### config.mk
export PLATFORM = sky130hd
export DESIGN_NAME = lsd_driver
export DESIGN_NICKNAME = d
export VERILOG_FILES = /design/src/lsd_pkg.sv /design/src/lsd_driver.sv
export VERILOG_INCLUDE_DIRS = /design/src
export SDC_FILE = /design/constraint.sdc
export NUM_CORES = 1
export LEC_CHECK = 0
export ABC_CLOCK_PERIOD_IN_PS = 7180
export BUFFER_PORTS_ARGS = -buffer_cell sky130_fd_sc_hd__buf_2
export CORE_MARGIN = 4
export CORE_UTILIZATION = 63
export CTS_CLUSTER_DIAMETER = 120
export DETAILED_ROUTE_END_ITERATION = 8
export PLACE_DENSITY = 0.87
export SYNTH_ARGS = -nofsm -noshare
export SYNTH_HDL_FRONTEND = slang
export SYNTH_SLANG_ARGS = --single-unit
### constraint.sdc
create_clock -name clock -period 7.18 [get_ports clock]
set_input_delay 1.436 -clock clock [delete_from_list [all_inputs] [get_ports clock]]
set_output_delay 1.436 -clock clock [all_outputs]
set_load 0.01 [all_outputs]
### src/lsd_consts.svh
/*
  register offsets, field positions, reset values and timing constants of the segment lcd driver.
  assumes inclusion by its bare name from the package and the driver module.
*/
`ifndef LSD_CONSTS_SVH
`define LSD_CONSTS_SVH

// ----------------------------------------
// register offsets
// ----------------------------------------
`define LSD_OFS_CTRL 8'h00
`define LSD_OFS_CLK 8'h04
`define LSD_OFS_CFG 8'h08
`define LSD_OFS_STATUS 8'h0c
`define LSD_OFS_DATA0 8'h10
`define LSD_OFS_DATA_LAST 8'h40

// ----------------------------------------
// field positions
// ----------------------------------------
`define LSD_CTRL_EN 0
`define LSD_CTRL_FC 1
`define LSD_CTRL_LC 2
`define LSD_CTRL_CON_LSB 4
`define LSD_CLK_FCCTL_LSB 0
`define LSD_CLK_DUTY_LSB 2
`define LSD_CLK_DIV_LSB 4
`define LSD_CFG_PORTE 0
`define LSD_CFG_PORTD 1
`define LSD_CFG_PORTC 2
`define LSD_CFG_OSC_STOP 3

// ----------------------------------------
// reset values and codes
// ----------------------------------------
`define LSD_RST_BYTE 8'h00
`define LSD_DUTY_STATIC 2'h0
`define LSD_DUTY_THIRD 2'h1
`define LSD_DUTY_QUARTER 2'h2
`define LSD_LVL_VLCD 2'h3
`define LSD_LVL_VLCD1 2'h2
`define LSD_LVL_VLCD2 2'h1
`define LSD_LVL_VLCD3 2'h0

// ----------------------------------------
// sizes and timing
// ----------------------------------------
`define LSD_NUM_FP 25
`define LSD_NUM_DATA 13
`define LSD_BASE_RATIO_MIN 15'h0080
`define LSD_CHARGE_SHIFT_MIN 4'h5
`define LSD_CHARGE_SEL_MAX 2'h2

`endif

### src/lsd_pkg.sv
/*
  types of the segment lcd driver: run states and the module state record.
  assumes lsd_consts.svh is on the include path.
*/
`include "lsd_consts.svh"

package lsd_pkg;

  typedef enum logic [1:0] {
    st_off,
    st_run,
    st_hold
  } lsd_run_t;

  typedef struct packed {
    lsd_run_t run;
    logic [2:0] osc_sync;
    logic [14:0] div_cnt;
    logic [1:0] phase;
    logic en;
    logic fc;
    logic lc;
    logic [3:0] contrast;
    logic [1:0] fcctl;
    logic [1:0] duty;
    logic [2:0] divsel;
    logic pe;
    logic pd;
    logic pc;
    logic osc_stop;
    logic [12:0][7:0] seg;
    logic [31:0] prdata;
    logic [2:0][1:0] bp_lvl;
    logic [24:1][1:0] fp_lvl;
    logic [1:0] shared_lvl;
    logic shared_is_bp;
    logic [24:1] fp_sel;
    logic ladder_on;
    logic ladder_hi;
  } lsd_state_t;

endpackage

### src/lsd_driver.sv
/*
  segment lcd driver: apb register file, base clock divider, backplane and frontplane
  level selects, ladder resistor and fast-charge control.
  assumes the oscillator reference arrives from another domain and is much slower than clock,
  and that stop_mode comes from logic on clock.
*/
// Design decisions made here: register access over APB and the register addresses.
`timescale 1ns/1ps
`include "lsd_consts.svh"

// Summary of operation
// - up to 25 frontplanes and 4 backplanes
// - shared pin is frontplane 0 or backplane 3
// - port pins need enable plus group enable
// - thirteen data registers, two frontplanes each
// - segment bit one on, zero off
// - disabled: all outputs at supply, ladder off
// - static duty drives backplane 0 only
// - backplane 3 only in quarter duty
// - enabled backplanes drive periodic duty waveforms
// - base clock divides the oscillator reference
// - frame length equals backplane count periods
// - frontplanes follow duty and segment bits
// - low current selects high resistance ladder
// - fast charge pulses low resistance at edges
// - pulse length base period over 32/64/128
// - four-bit contrast, zero is maximum
// - keeps running in wait mode
// - stop freezes unless oscillator runs in stop
// - stop leaves registers unchanged
// - duty codes static, third, quarter, unused
// - ladder follows low-current and fast-charge bits
// - reset clears the driver enable
module lsd_driver (
  // clock and reset
  input wire logic clock,
  input wire logic srst,
  // apb slave
  input wire logic psel,
  input wire logic penable,
  input wire logic pwrite,
  input wire logic [7:0] paddr,
  input wire logic [31:0] pwdata,
  input wire logic [3:0] pstrb,
  output logic [31:0] prdata,
  output logic pready,
  output logic pslverr,
  // system
  input wire logic oscillator_ref_clock,
  input wire logic stop_mode,
  // panel drive levels
  output logic [2:0][1:0] backplane_out,
  output logic [24:1][1:0] frontplane_out,
  output logic [1:0] shared_plane_pin,
  output logic shared_plane_is_bp,
  output logic [24:1] frontplane_lcd_sel,
  // ladder
  output logic ladder_connect,
  output logic ladder_high_res,
  output logic [3:0] contrast_level
);
  import lsd_pkg::*;

  // ----------------------------------------
  // decode helpers
  // ----------------------------------------
  function automatic logic addr_mapped(input logic [7:0] a);
    addr_mapped = (a[1:0] == 2'h0) &&
                  (a <= `LSD_OFS_DATA_LAST);
  endfunction

  function automatic logic [1:0] bp_level(input logic selected, input logic stat, input logic h);
    if (stat) begin
      bp_level = h ? `LSD_LVL_VLCD3 : `LSD_LVL_VLCD;
    end else if (selected) begin
      bp_level = h ? `LSD_LVL_VLCD3 : `LSD_LVL_VLCD;
    end else begin
      bp_level = h ? `LSD_LVL_VLCD1 : `LSD_LVL_VLCD2;
    end
  endfunction

  function automatic logic [1:0] fp_level(input logic on, input logic stat, input logic h);
    if (stat) begin
      if (on) begin
        fp_level = h ? `LSD_LVL_VLCD : `LSD_LVL_VLCD3;
      end else begin
        fp_level = h ? `LSD_LVL_VLCD3 : `LSD_LVL_VLCD;
      end
    end else if (on) begin
      fp_level = h ? `LSD_LVL_VLCD : `LSD_LVL_VLCD3;
    end else begin
      fp_level = h ? `LSD_LVL_VLCD2 : `LSD_LVL_VLCD1;
    end
  endfunction

  // ----------------------------------------
  // state
  // ----------------------------------------
  lsd_state_t s_reg;
  lsd_state_t s_next;

  logic acc_wr;
  logic acc_setup;
  logic [3:0] data_idx;
  logic ref_tick;
  logic stat_duty;
  logic quarter;
  logic [1:0] last_phase;
  logic [14:0] ratio;
  logic [14:0] half_len;
  logic [14:0] pos;
  logic [14:0] pulse_len;
  logic [3:0] charge_shift;
  logic half_sel;
  logic seg_on;
  logic [4:0] fp_n;

  assign pready = 1'b1;
  assign pslverr = psel && penable && !addr_mapped(paddr);

  always_comb begin
    s_next = s_reg;
    acc_wr = psel && penable && pwrite && pstrb[0] && addr_mapped(paddr);
    acc_setup = psel && !penable;
    data_idx = 4'((paddr - `LSD_OFS_DATA0) >> 2);
    ref_tick = s_reg.osc_sync[1] && !s_reg.osc_sync[2];
    stat_duty = (s_reg.duty != `LSD_DUTY_THIRD) && (s_reg.duty != `LSD_DUTY_QUARTER);
    quarter = (s_reg.duty == `LSD_DUTY_QUARTER);
    seg_on = 1'b0;
    fp_n = 5'h00;

    // ----------------------------------------
    // oscillator synchroniser
    // ----------------------------------------
    s_next.osc_sync = {s_reg.osc_sync[1:0], oscillator_ref_clock};

    // ----------------------------------------
    // register writes
    // ----------------------------------------
    if (acc_wr) begin
      case (paddr)
        `LSD_OFS_CTRL: begin
          s_next.en = pwdata[`LSD_CTRL_EN];
          s_next.fc = pwdata[`LSD_CTRL_FC];
          s_next.lc = pwdata[`LSD_CTRL_LC];
          s_next.contrast = pwdata[`LSD_CTRL_CON_LSB +: 4];
        end
        `LSD_OFS_CLK: begin
          s_next.fcctl = pwdata[`LSD_CLK_FCCTL_LSB +: 2];
          s_next.duty = pwdata[`LSD_CLK_DUTY_LSB +: 2];
          s_next.divsel = pwdata[`LSD_CLK_DIV_LSB +: 3];
        end
        `LSD_OFS_CFG: begin
          s_next.pe = pwdata[`LSD_CFG_PORTE];
          s_next.pd = pwdata[`LSD_CFG_PORTD];
          s_next.pc = pwdata[`LSD_CFG_PORTC];
          s_next.osc_stop = pwdata[`LSD_CFG_OSC_STOP];
        end
        `LSD_OFS_STATUS: begin
        end
        default: begin
          s_next.seg[data_idx] = pwdata[7:0];
        end
      endcase
    end

    // ----------------------------------------
    // read data, captured in the setup cycle
    // ----------------------------------------
    if (acc_setup) begin
      s_next.prdata = 32'h0000_0000;
      if (addr_mapped(paddr)) begin
        case (paddr)
          `LSD_OFS_CTRL: begin
            s_next.prdata[`LSD_CTRL_EN] = s_reg.en;
            s_next.prdata[`LSD_CTRL_FC] = s_reg.fc;
            s_next.prdata[`LSD_CTRL_LC] = s_reg.lc;
            s_next.prdata[`LSD_CTRL_CON_LSB +: 4] = s_reg.contrast;
          end
          `LSD_OFS_CLK: begin
            s_next.prdata[`LSD_CLK_FCCTL_LSB +: 2] = s_reg.fcctl;
            s_next.prdata[`LSD_CLK_DUTY_LSB +: 2] = s_reg.duty;
            s_next.prdata[`LSD_CLK_DIV_LSB +: 3] = s_reg.divsel;
          end
          `LSD_OFS_CFG: begin
            s_next.prdata[`LSD_CFG_PORTE] = s_reg.pe;
            s_next.prdata[`LSD_CFG_PORTD] = s_reg.pd;
            s_next.prdata[`LSD_CFG_PORTC] = s_reg.pc;
            s_next.prdata[`LSD_CFG_OSC_STOP] = s_reg.osc_stop;
          end
          `LSD_OFS_STATUS: begin
            s_next.prdata[1:0] = 2'(s_reg.run);
            s_next.prdata[3:2] = s_reg.phase;
            s_next.prdata[4] = s_reg.ladder_hi;
            s_next.prdata[5] = s_reg.shared_is_bp;
          end
          default: begin
            s_next.prdata[7:0] = s_reg.seg[data_idx];
          end
        endcase
      end
    end

    // ----------------------------------------
    // run state
    // ----------------------------------------
    // stop freezes without oscillator
    case (s_reg.run)
      st_off: begin
        if (s_reg.en) begin
          s_next.run = st_run;
        end
      end
      st_run: begin
        if (!s_reg.en) begin
          s_next.run = st_off;
        end else if (stop_mode && !s_reg.osc_stop) begin
          s_next.run = st_hold;
        end
      end
      st_hold: begin
        if (!s_reg.en) begin
          s_next.run = st_off;
        end else if (!stop_mode || s_reg.osc_stop) begin
          s_next.run = st_run;
        end
      end
      default: begin
        s_next.run = st_off;
      end
    endcase

    // ----------------------------------------
    // base clock divider and phase
    // ----------------------------------------
    // base clock from reference
    ratio = `LSD_BASE_RATIO_MIN << s_reg.divsel;
    half_len = ratio >> 1;
    pos = s_reg.div_cnt & (half_len - 15'h0001);
    half_sel = (s_reg.div_cnt & half_len) != 15'h0000;
    last_phase = quarter ? 2'h3 : (stat_duty ? 2'h0 : 2'h2);
    if (s_reg.run == st_off) begin
      s_next.div_cnt = 15'h0000;
      s_next.phase = 2'h0;
    end else if (s_reg.run == st_run && ref_tick) begin
      if (s_reg.div_cnt >= ratio - 15'h0001) begin
        s_next.div_cnt = 15'h0000;
        s_next.phase = (s_reg.phase >= last_phase) ? 2'h0 : s_reg.phase + 2'h1;
      end else begin
        s_next.div_cnt = s_reg.div_cnt + 15'h0001;
      end
    end

    // ----------------------------------------
    // ladder control
    // ----------------------------------------
    // pulse length select
    charge_shift = `LSD_CHARGE_SHIFT_MIN +
                   4'((s_reg.fcctl > `LSD_CHARGE_SEL_MAX) ? `LSD_CHARGE_SEL_MAX : s_reg.fcctl);
    pulse_len = ratio >> charge_shift;
    s_next.ladder_on = s_reg.en;
    if (!s_reg.lc) begin
      s_next.ladder_hi = 1'b0;
    end else if (!s_reg.fc) begin
      s_next.ladder_hi = 1'b1;
    end else begin
      s_next.ladder_hi = !(pos < pulse_len);
    end

    // ----------------------------------------
    // pin function select
    // ----------------------------------------
    // port group enables
    for (int i = 1; i < `LSD_NUM_FP; i++) begin
      if (i <= 2) begin
        s_next.fp_sel[i] = s_reg.en;
      end else if (i <= 10) begin
        s_next.fp_sel[i] = s_reg.en && s_reg.pe;
      end else if (i <= 18) begin
        s_next.fp_sel[i] = s_reg.en && s_reg.pd;
      end else begin
        s_next.fp_sel[i] = s_reg.en && s_reg.pc;
      end
    end
    s_next.shared_is_bp = quarter;

    // ----------------------------------------
    // waveform levels
    // ----------------------------------------
    if (s_reg.run == st_off) begin
      s_next.bp_lvl = {3{`LSD_LVL_VLCD}};
      s_next.fp_lvl = {24{`LSD_LVL_VLCD}};
      s_next.shared_lvl = `LSD_LVL_VLCD;
    end else if (s_reg.run == st_run) begin
      for (int b = 0; b < 3; b++) begin
        if (stat_duty && b != 0) begin
          s_next.bp_lvl[b] = `LSD_LVL_VLCD;
        end else begin
          s_next.bp_lvl[b] = bp_level(s_reg.phase == 2'(b), stat_duty, half_sel);
        end
      end
      for (int f = 1; f < `LSD_NUM_FP; f++) begin
        fp_n = 5'(f);
        seg_on = s_reg.seg[fp_n[4:1]][{fp_n[0], s_reg.phase}];
        s_next.fp_lvl[f] = fp_level(seg_on, stat_duty, half_sel);
      end
      if (quarter) begin
        s_next.shared_lvl = bp_level(s_reg.phase == 2'h3, 1'b0, half_sel);
      end else begin
        seg_on = s_reg.seg[0][{1'b0, s_reg.phase}];
        s_next.shared_lvl = fp_level(seg_on, stat_duty, half_sel);
      end
    end
  end

  // ----------------------------------------
  // state register
  // ----------------------------------------
  // stop leaves registers intact
  always_ff @(posedge clock) begin
    if (srst) begin
      s_reg <= '0;
      s_reg.run <= st_off;
      s_reg.bp_lvl <= {3{`LSD_LVL_VLCD}};
      s_reg.fp_lvl <= {24{`LSD_LVL_VLCD}};
      s_reg.shared_lvl <= `LSD_LVL_VLCD;
    end else begin
      s_reg <= s_next;
    end
  end

  // ----------------------------------------
  // outputs
  // ----------------------------------------
  assign prdata = s_reg.prdata;
  assign backplane_out = s_reg.bp_lvl;
  assign frontplane_out = s_reg.fp_lvl;
  assign shared_plane_pin = s_reg.shared_lvl;
  assign shared_plane_is_bp = s_reg.shared_is_bp;
  assign frontplane_lcd_sel = s_reg.fp_sel;
  assign ladder_connect = s_reg.ladder_on;
  assign ladder_high_res = s_reg.ladder_hi;
  assign contrast_level = s_reg.contrast;

endmodule

==> run metrics, run 1 <==
status finished, final reports clean; arrival time at the worst endpoint 3.06 ns; DRT iter0 DRCs 958; fill count 1439; power density cells 201 mW/mm^2; I/O Pins 172; area of the die 0.0212 sq mm; Vias/cell 6.09; Leak 4.45 nW; die width 145 um; Clk Latency, worst-skew pair 0.52 ns; Std-Cell Rows 50; drt drc 0; initial antenna violation count 0; Gate power share 0.037; sequential share of power 0.478; CTS tree yes; routability congestion estimate 0.912; average wire per standard cell 18.6 um; CTS Buf Count 22; Yosys cell types 64; DP Wirelength 19.7 mm; via count 9492; WL final 29.0 mm; period utilization 0.627; Met3 Wirelength 2.92 mm; worst setup margin 2.68 ns; Post-synth EDFFs 0; skew final 0.0200 ns; hold_buf cts 0; core area 0.0186 sq mm; Max Used Layer met4; dpl ws 2.73 ns; Crit Path Category input port to output port; Crit. End Element output port; Setup TNS 0 ns; Hold/Removal Path Class flop to flop; cell-internal power 1.93 mW; sequential fraction of the synthesis area 0.358; async set-or-reset flop fraction in the synthesized netlist 0; antenna fix cells 0; Worst EP required 5.74 ns; Clk pwr share 0.485; Nets 1390; largest net degree at the start of global routing 80; input/output buffers 119; Routed met2 length 13.5 mm; vias in the first global route 8760; wl on met1 11.9 mm; worst reg2reg path depth 8; final hold viol count 0; Worst-path clk slew 0.06 ns; Post-CTS Setup Inserts 0; effective utilization at floorplan 0.639; Worst-Margin Slew 1.06 ns; Tot GR Track Use 0.264; Sink Count 213; max reg flops 137; syn_area_per_cell 8.84 sq um; Overflow after GRT 0; first-pass GRT wire length 46.7 mm; switching share of power 0.221; Netlist Area Pre-Place 0.0119 sq mm; f_max 222 MHz; crit path time final 4.50 ns; Slew Viols, Final 0; ANT nets after route 0; Hold Path Stages 1; Crit Path Max Fanout 55; Worst VDD drop 170 uV; Area Growth Syn to Fin 3.32%; worst setup path startpoint paddr[2]; top_reg_cell synth dfxtp_1; Synth Register Bits 213; # resized after CTS 0; RSZ-0062 raised after global routing no; cells after synthesis 1347; CTS H-tree lvls 1; layout cells sized above 1 0.182; Worst setup SP type input port; Max Cap Viol 0; Relative slew margins 0.294; switching power of the nets 0.546 mW; root buffer cell clkbuf_16; worst flop-to-flop path startpoint s_reg[225]$_SDFFE_PP0P_; Detailed Routing Iterations Pass 1 6; final setup violation count 0; Yosys warning total 0; die height 145 um; Hold Startpoint s_next[255]$_SDFF_PP0_; deepest clock path buffer count 3
-- cells in the final DEF (no fill, tap or decap), types with 10 or more instances in the layout --
master       n
o21ai_0     23
clkbuf_16   22
a21oi_1    160
mux2i_1     42
nand2_1    231
o21ai_1     19
and3_1      17
ha_1        29
dfxtp_1    212
mux4_2      44
xnor2_1     32
conb_1      26
a22oi_1     15
nand3_1     29
buf_4       10
xor2_1      37
buf_2      118
nor2_1      86
nor2b_1     38
-- cells by family (layout without fill, tap and decap cells) --
kind of cell             Yosys count  after routing  share of synthesized area
XOR/XNOR                          69             69                     0.0508
other                              2             26                   0.000631
buffers and inverters            223            176                      0.123
multiplexers                      95             95                      0.127
adder cells (fa/ha/maj)           30             30                     0.0313
AO/OA/AOI/OAI                    254            254                      0.120
flip-flops                       213            213                      0.358
AND/OR/NAND/NOR                  461            461                      0.189
-- synthesized netlist by cell type (all sizes together), types with 6 or more instances --
cell / n / area [sq um]
mux2i: 42 / 420
dfxtp: 213 / 4260
buf: 172 / 1270
inv: 9 / 33.8
nand2b: 7 / 43.8
xor2: 37 / 324
nor2: 87 / 329
mux4: 44 / 991
o22ai: 9 / 56.3
nand2: 231 / 867
clkbuf: 41 / 154
ha: 29 / 363
xnor2: 32 / 280
nor3: 8 / 56.3
a21oi: 165 / 845
nand3: 38 / 303
a22oi: 15 / 113
o211ai: 8 / 60.1
nand4: 6 / 52.6
nor2b: 38 / 238
and3: 17 / 106
o21ai: 42 / 210
mux2: 9 / 101
-- worst max-delay path, stage by stage --
cell,delay (ns)
buf_2,0.09
buf_4,0.66
nor2_2,0.32
nand2_1,0.19
nand2_1,0.07
a21oi_1,0.13
buf_2,0.14
-- final timing paths --
path                                              endpoint  slack [ns]
worst max-delay path                               pslverr        2.68
worst min register to register      s_next[256]$_SDFF_PP0_        0.46
worst max register to register  ladder_high_res$_SDFF_PP0_        4.26
worst min-delay path                s_next[256]$_SDFF_PP0_        0.46
-- layout make-up --
cell class	instances	area [sq um]	share of cell area
multi-input cells	935	6280	0.511
flip-flops and latches	213	4270	0.347
repair buffers	128	666	0.0541
clock buffers	32	638	0.0519
well taps	234	293	0.0238
clock inverters	6	121	0.00987
inverters	10	37.5	0.00305
-- stage by stage --
step | util | instance area, sq um | hold WS (ns) | power, mW | std cells
final | 0.660 | 12300 | 0.457 | 2.47 | 1558
after global routing | 0.660 | 12300 | 0.471 | 2.53 | 1558
after CTS | 0.660 | 12300 | 0.458 | 2.48 | 1558
after detailed placement | 0.619 | 11500 | 0.432 | 1.30 | 1520
after global placement | 0.619 | 11500 | 0.442 | 1.30 | 1520
after floorplan | - | 12000 | 0.414 | 1.28 | 1371
-- power by group through the flow --
stage / clock [mW] / combinational, mW / sequential, mW
3_5_place_dp: 0 / 0.0874 / 1.21
2_1_floorplan: 0 / 0.0738 / 1.21
5_1_grt: 1.25 / 0.0963 / 1.18
4_1_cts: 1.20 / 0.0880 / 1.18
3_3_place_gp: 0 / 0.0860 / 1.21
6_report: 1.20 / 0.0906 / 1.18
-- layer usage --
| metal | track usage | vias up |
|---|---|---|
| li1 | - | 4400 |
| met4 | 0.0793 | 0 |
| met1 | 0.361 | 4494 |
| met5 | 0 | - |
| met3 | 0.0579 | 74 |
| met2 | 0.425 | 524 |
Power figures use the tool's default switching activity.
==> inputs of run 2 (changes only) <==
- ABC_AREA: unset -> 1
- ABC_CLOCK_PERIOD_IN_PS: 7180 -> 4250
- CORE_UTILIZATION: 63 -> 58
- PLACE_DENSITY: 0.87 -> 0.8
- clock period: 7.18 -> 4.25 ns (I/O delays scaled with it)
==> run 2 against run 1 <==
Count of clock-buffer cells in the layout grew 6. Sequential power grew 69%. Global-route usage grew 1.0 points. Power grew 82%. First-iteration DRC count grew 32%. Non-clock buffer count grew 6. Die area grew 13%. Design area grew 7.0%. Core utilization shrank 3.4 points.
==> run metrics, run 2 <==
DRT iter0 DRCs 1268; most frequent cells after synthesis nand2_1, dfxtp_1, a21oi_1, inv_1, nor2_1; Crit. End Element output port; I/O Pins 172; Detailed Routing Iterations Pass 1 6; CTS H-tree lvls 1; RSZ-0062 raised after global routing no; final hold slack 0.408 ns; largest delay contributor family on the critical path simple AND/OR/NAND/NOR gates; initial antenna violation count 0; area after detailed placement 0.0123 sq mm; layout cells sized above 1 0.126; Yosys top cell area share 0.343; fill count 1909; max reg flops 137; antenna fix cells 0; Clk Latency, worst-skew pair 0.51 ns; hold_buf cts 0; arrival time at the worst endpoint 2.11 ns; drt drc 0; period utilization 0.696; Max Cap Viol 0; Worst VDD drop 278 uV; f_max 338 MHz; most common cell after layout, fill and taps aside nand2_1; Netlist Area Pre-Place 0.0124 sq mm; die height 154 um; effective utilization at floorplan 0.591; Std-Cell Rows 53; power density cells 342 mW/mm^2; Worst-Margin Slew 1.05 ns; final setup violation count 0; Tot GR Track Use 0.274; vias in the first global route 10800; Relative slew margins 0.298; final hold viol count 0; top post-synthesis cells by area dfxtp_1, nand2_1, a21oi_1; core area 0.0210 sq mm; skew final 0.00759 ns; total power 4.49 mW; cells after synthesis 1900; Yosys warning total 0; Vias/cell 5.56; Hold/Removal Path Class flop to flop; root buffer cell clkbuf_16; WL final 34.2 mm; sequential fraction of the synthesis area 0.343; first-pass GRT wire length 54.7 mm; commonest cells after routing, fill and taps aside nand2_1, dfxtp_1, a21oi_1; status finished, final reports clean; Nets 1956; Setup TNS 0 ns; die width 154 um; CTS tree yes; crit path time final 2.96 ns; async set-or-reset flop fraction in the synthesized netlist 0; largest net degree at the start of global routing 75; Post-synth EDFFs 0; routability congestion estimate 0.964; Worst setup SP type input port; Slew Viols, Final 0; post-synth top area cell dfxtp_1; Hold Startpoint s_next[255]$_SDFF_PP0_; Overflow after GRT 0; average wire per standard cell 15.8 um; area of the die 0.0238 sq mm; worst setup path startpoint paddr[2]; Crit Path Max Fanout 35; worst flop-to-flop path startpoint s_reg[225]$_SDFFE_PP0P_; Yosys cell types 43; Synth Register Bits 213; Bufs and invs on worst path 2; Leak 5.54 nW; count leader, synth nand2_1; CTS Buf Count 24; Worst EP required 3.40 ns; most used cell, CP buf_2; via count 12000; DP Wirelength 23.3 mm; final instance area 0.0132 sq mm; Worst-path clk slew 0.06 ns; crit path max-delay cell type nor2_8; deepest clock path buffer count 3; ANT nets after route 0; syn_area_per_cell 6.54 sq um; # resized after CTS 0; Area Growth Syn to Fin 5.85%; Crit Path Category input port to output port; crit path cell chain buf_2 > nor2_8 > nand2_4 > a21oi_4 > nor2_1 > buf_2; Post-CTS Setup Inserts 0; input/output buffers 119; top_reg_cell synth dfxtp_1; Sink Count 213; max incr delay on CP 0.43 ns
==> run 2: cell types whose count changed after synthesis, moves of 48 or more <==
| cell | change |
|---|---|
| nand2_1 | +374 |
| inv_1 | +141 |
| nand3_1 | +89 |
| nor2_1 | +59 |
| o21ai_0 | +59 |
| a21oi_1 | +48 |
==> run 2: report_power, final <==
group | internal, mW | switching, mW
logic | 0.0537 | 0.179
registers | 2.00 | 0.000644
clock network | 1.44 | 0.825
==> run 2: worst min-delay path, cell delays in order (launching register included) <==
cell and delay (ns):
dfxtp_1 0.29, inv_1 0.04, nor2_1 0.03
==> run 2: logic make-up (layout without fill, tap and decap cells) <==
| kind of cell | Yosys count | after routing | share of synthesized area |
|---|---|---|---|
| DFF | 213 | 213 | 0.343 |
| xor gates and xnor gates | 9 | 9 | 0.00634 |
| AOI/OAI and AO/OA | 329 | 329 | 0.141 |
| buffers and inverters | 377 | 346 | 0.157 |
| and+or+nand+nor | 941 | 941 | 0.323 |
| adders and majority gates | 29 | 29 | 0.0292 |
| other | 2 | 26 | 0.000604 |
==> run 2: worst paths after layout <==
kind	endpoint	slack [ns]	depth (start not counted)
worst max-delay path	pslverr	1.29	6
worst min-delay path	s_next[256]$_SDFF_PP0_	0.41	2
worst max register to register	frontplane_out[4]$_SDFFE_PP1P_	1.57	11
worst min register to register	s_next[256]$_SDFF_PP0_	0.41	2
==> run 2: stage by stage <==
step / setup WS (ns) / utilization / cells
global placement: 1.15 / 0.584 / 2125
CTS: 1.32 / 0.626 / 2168
finish: 1.29 / 0.626 / 2168
floorplan: 1.33 / - / 1924
global route: 1.21 / 0.626 / 2168
detailed placement: 1.04 / 0.584 / 2125
==> run 2: area by class of cell <==
cell class	instances	area, sq um	share of cell area
inverter	169	662	0.0503
clock buffer	38	744	0.0566
multi-input combinational	1334	6310	0.479
sequential	213	4260	0.324
clock inverter	5	125	0.00951
tap	275	344	0.0262
timing repair buffer	134	711	0.0540
==> run 2: layer usage <==
layer / vias up / routed length [um] / track usage
li1: 5874 / - / -
met1: 5464 / 14500 / 0.383
met2: 626 / 15100 / 0.433
met3: 85 / 3490 / 0.0459
met4: 0 / 1100 / 0.0921
met5: - / 0 / 0
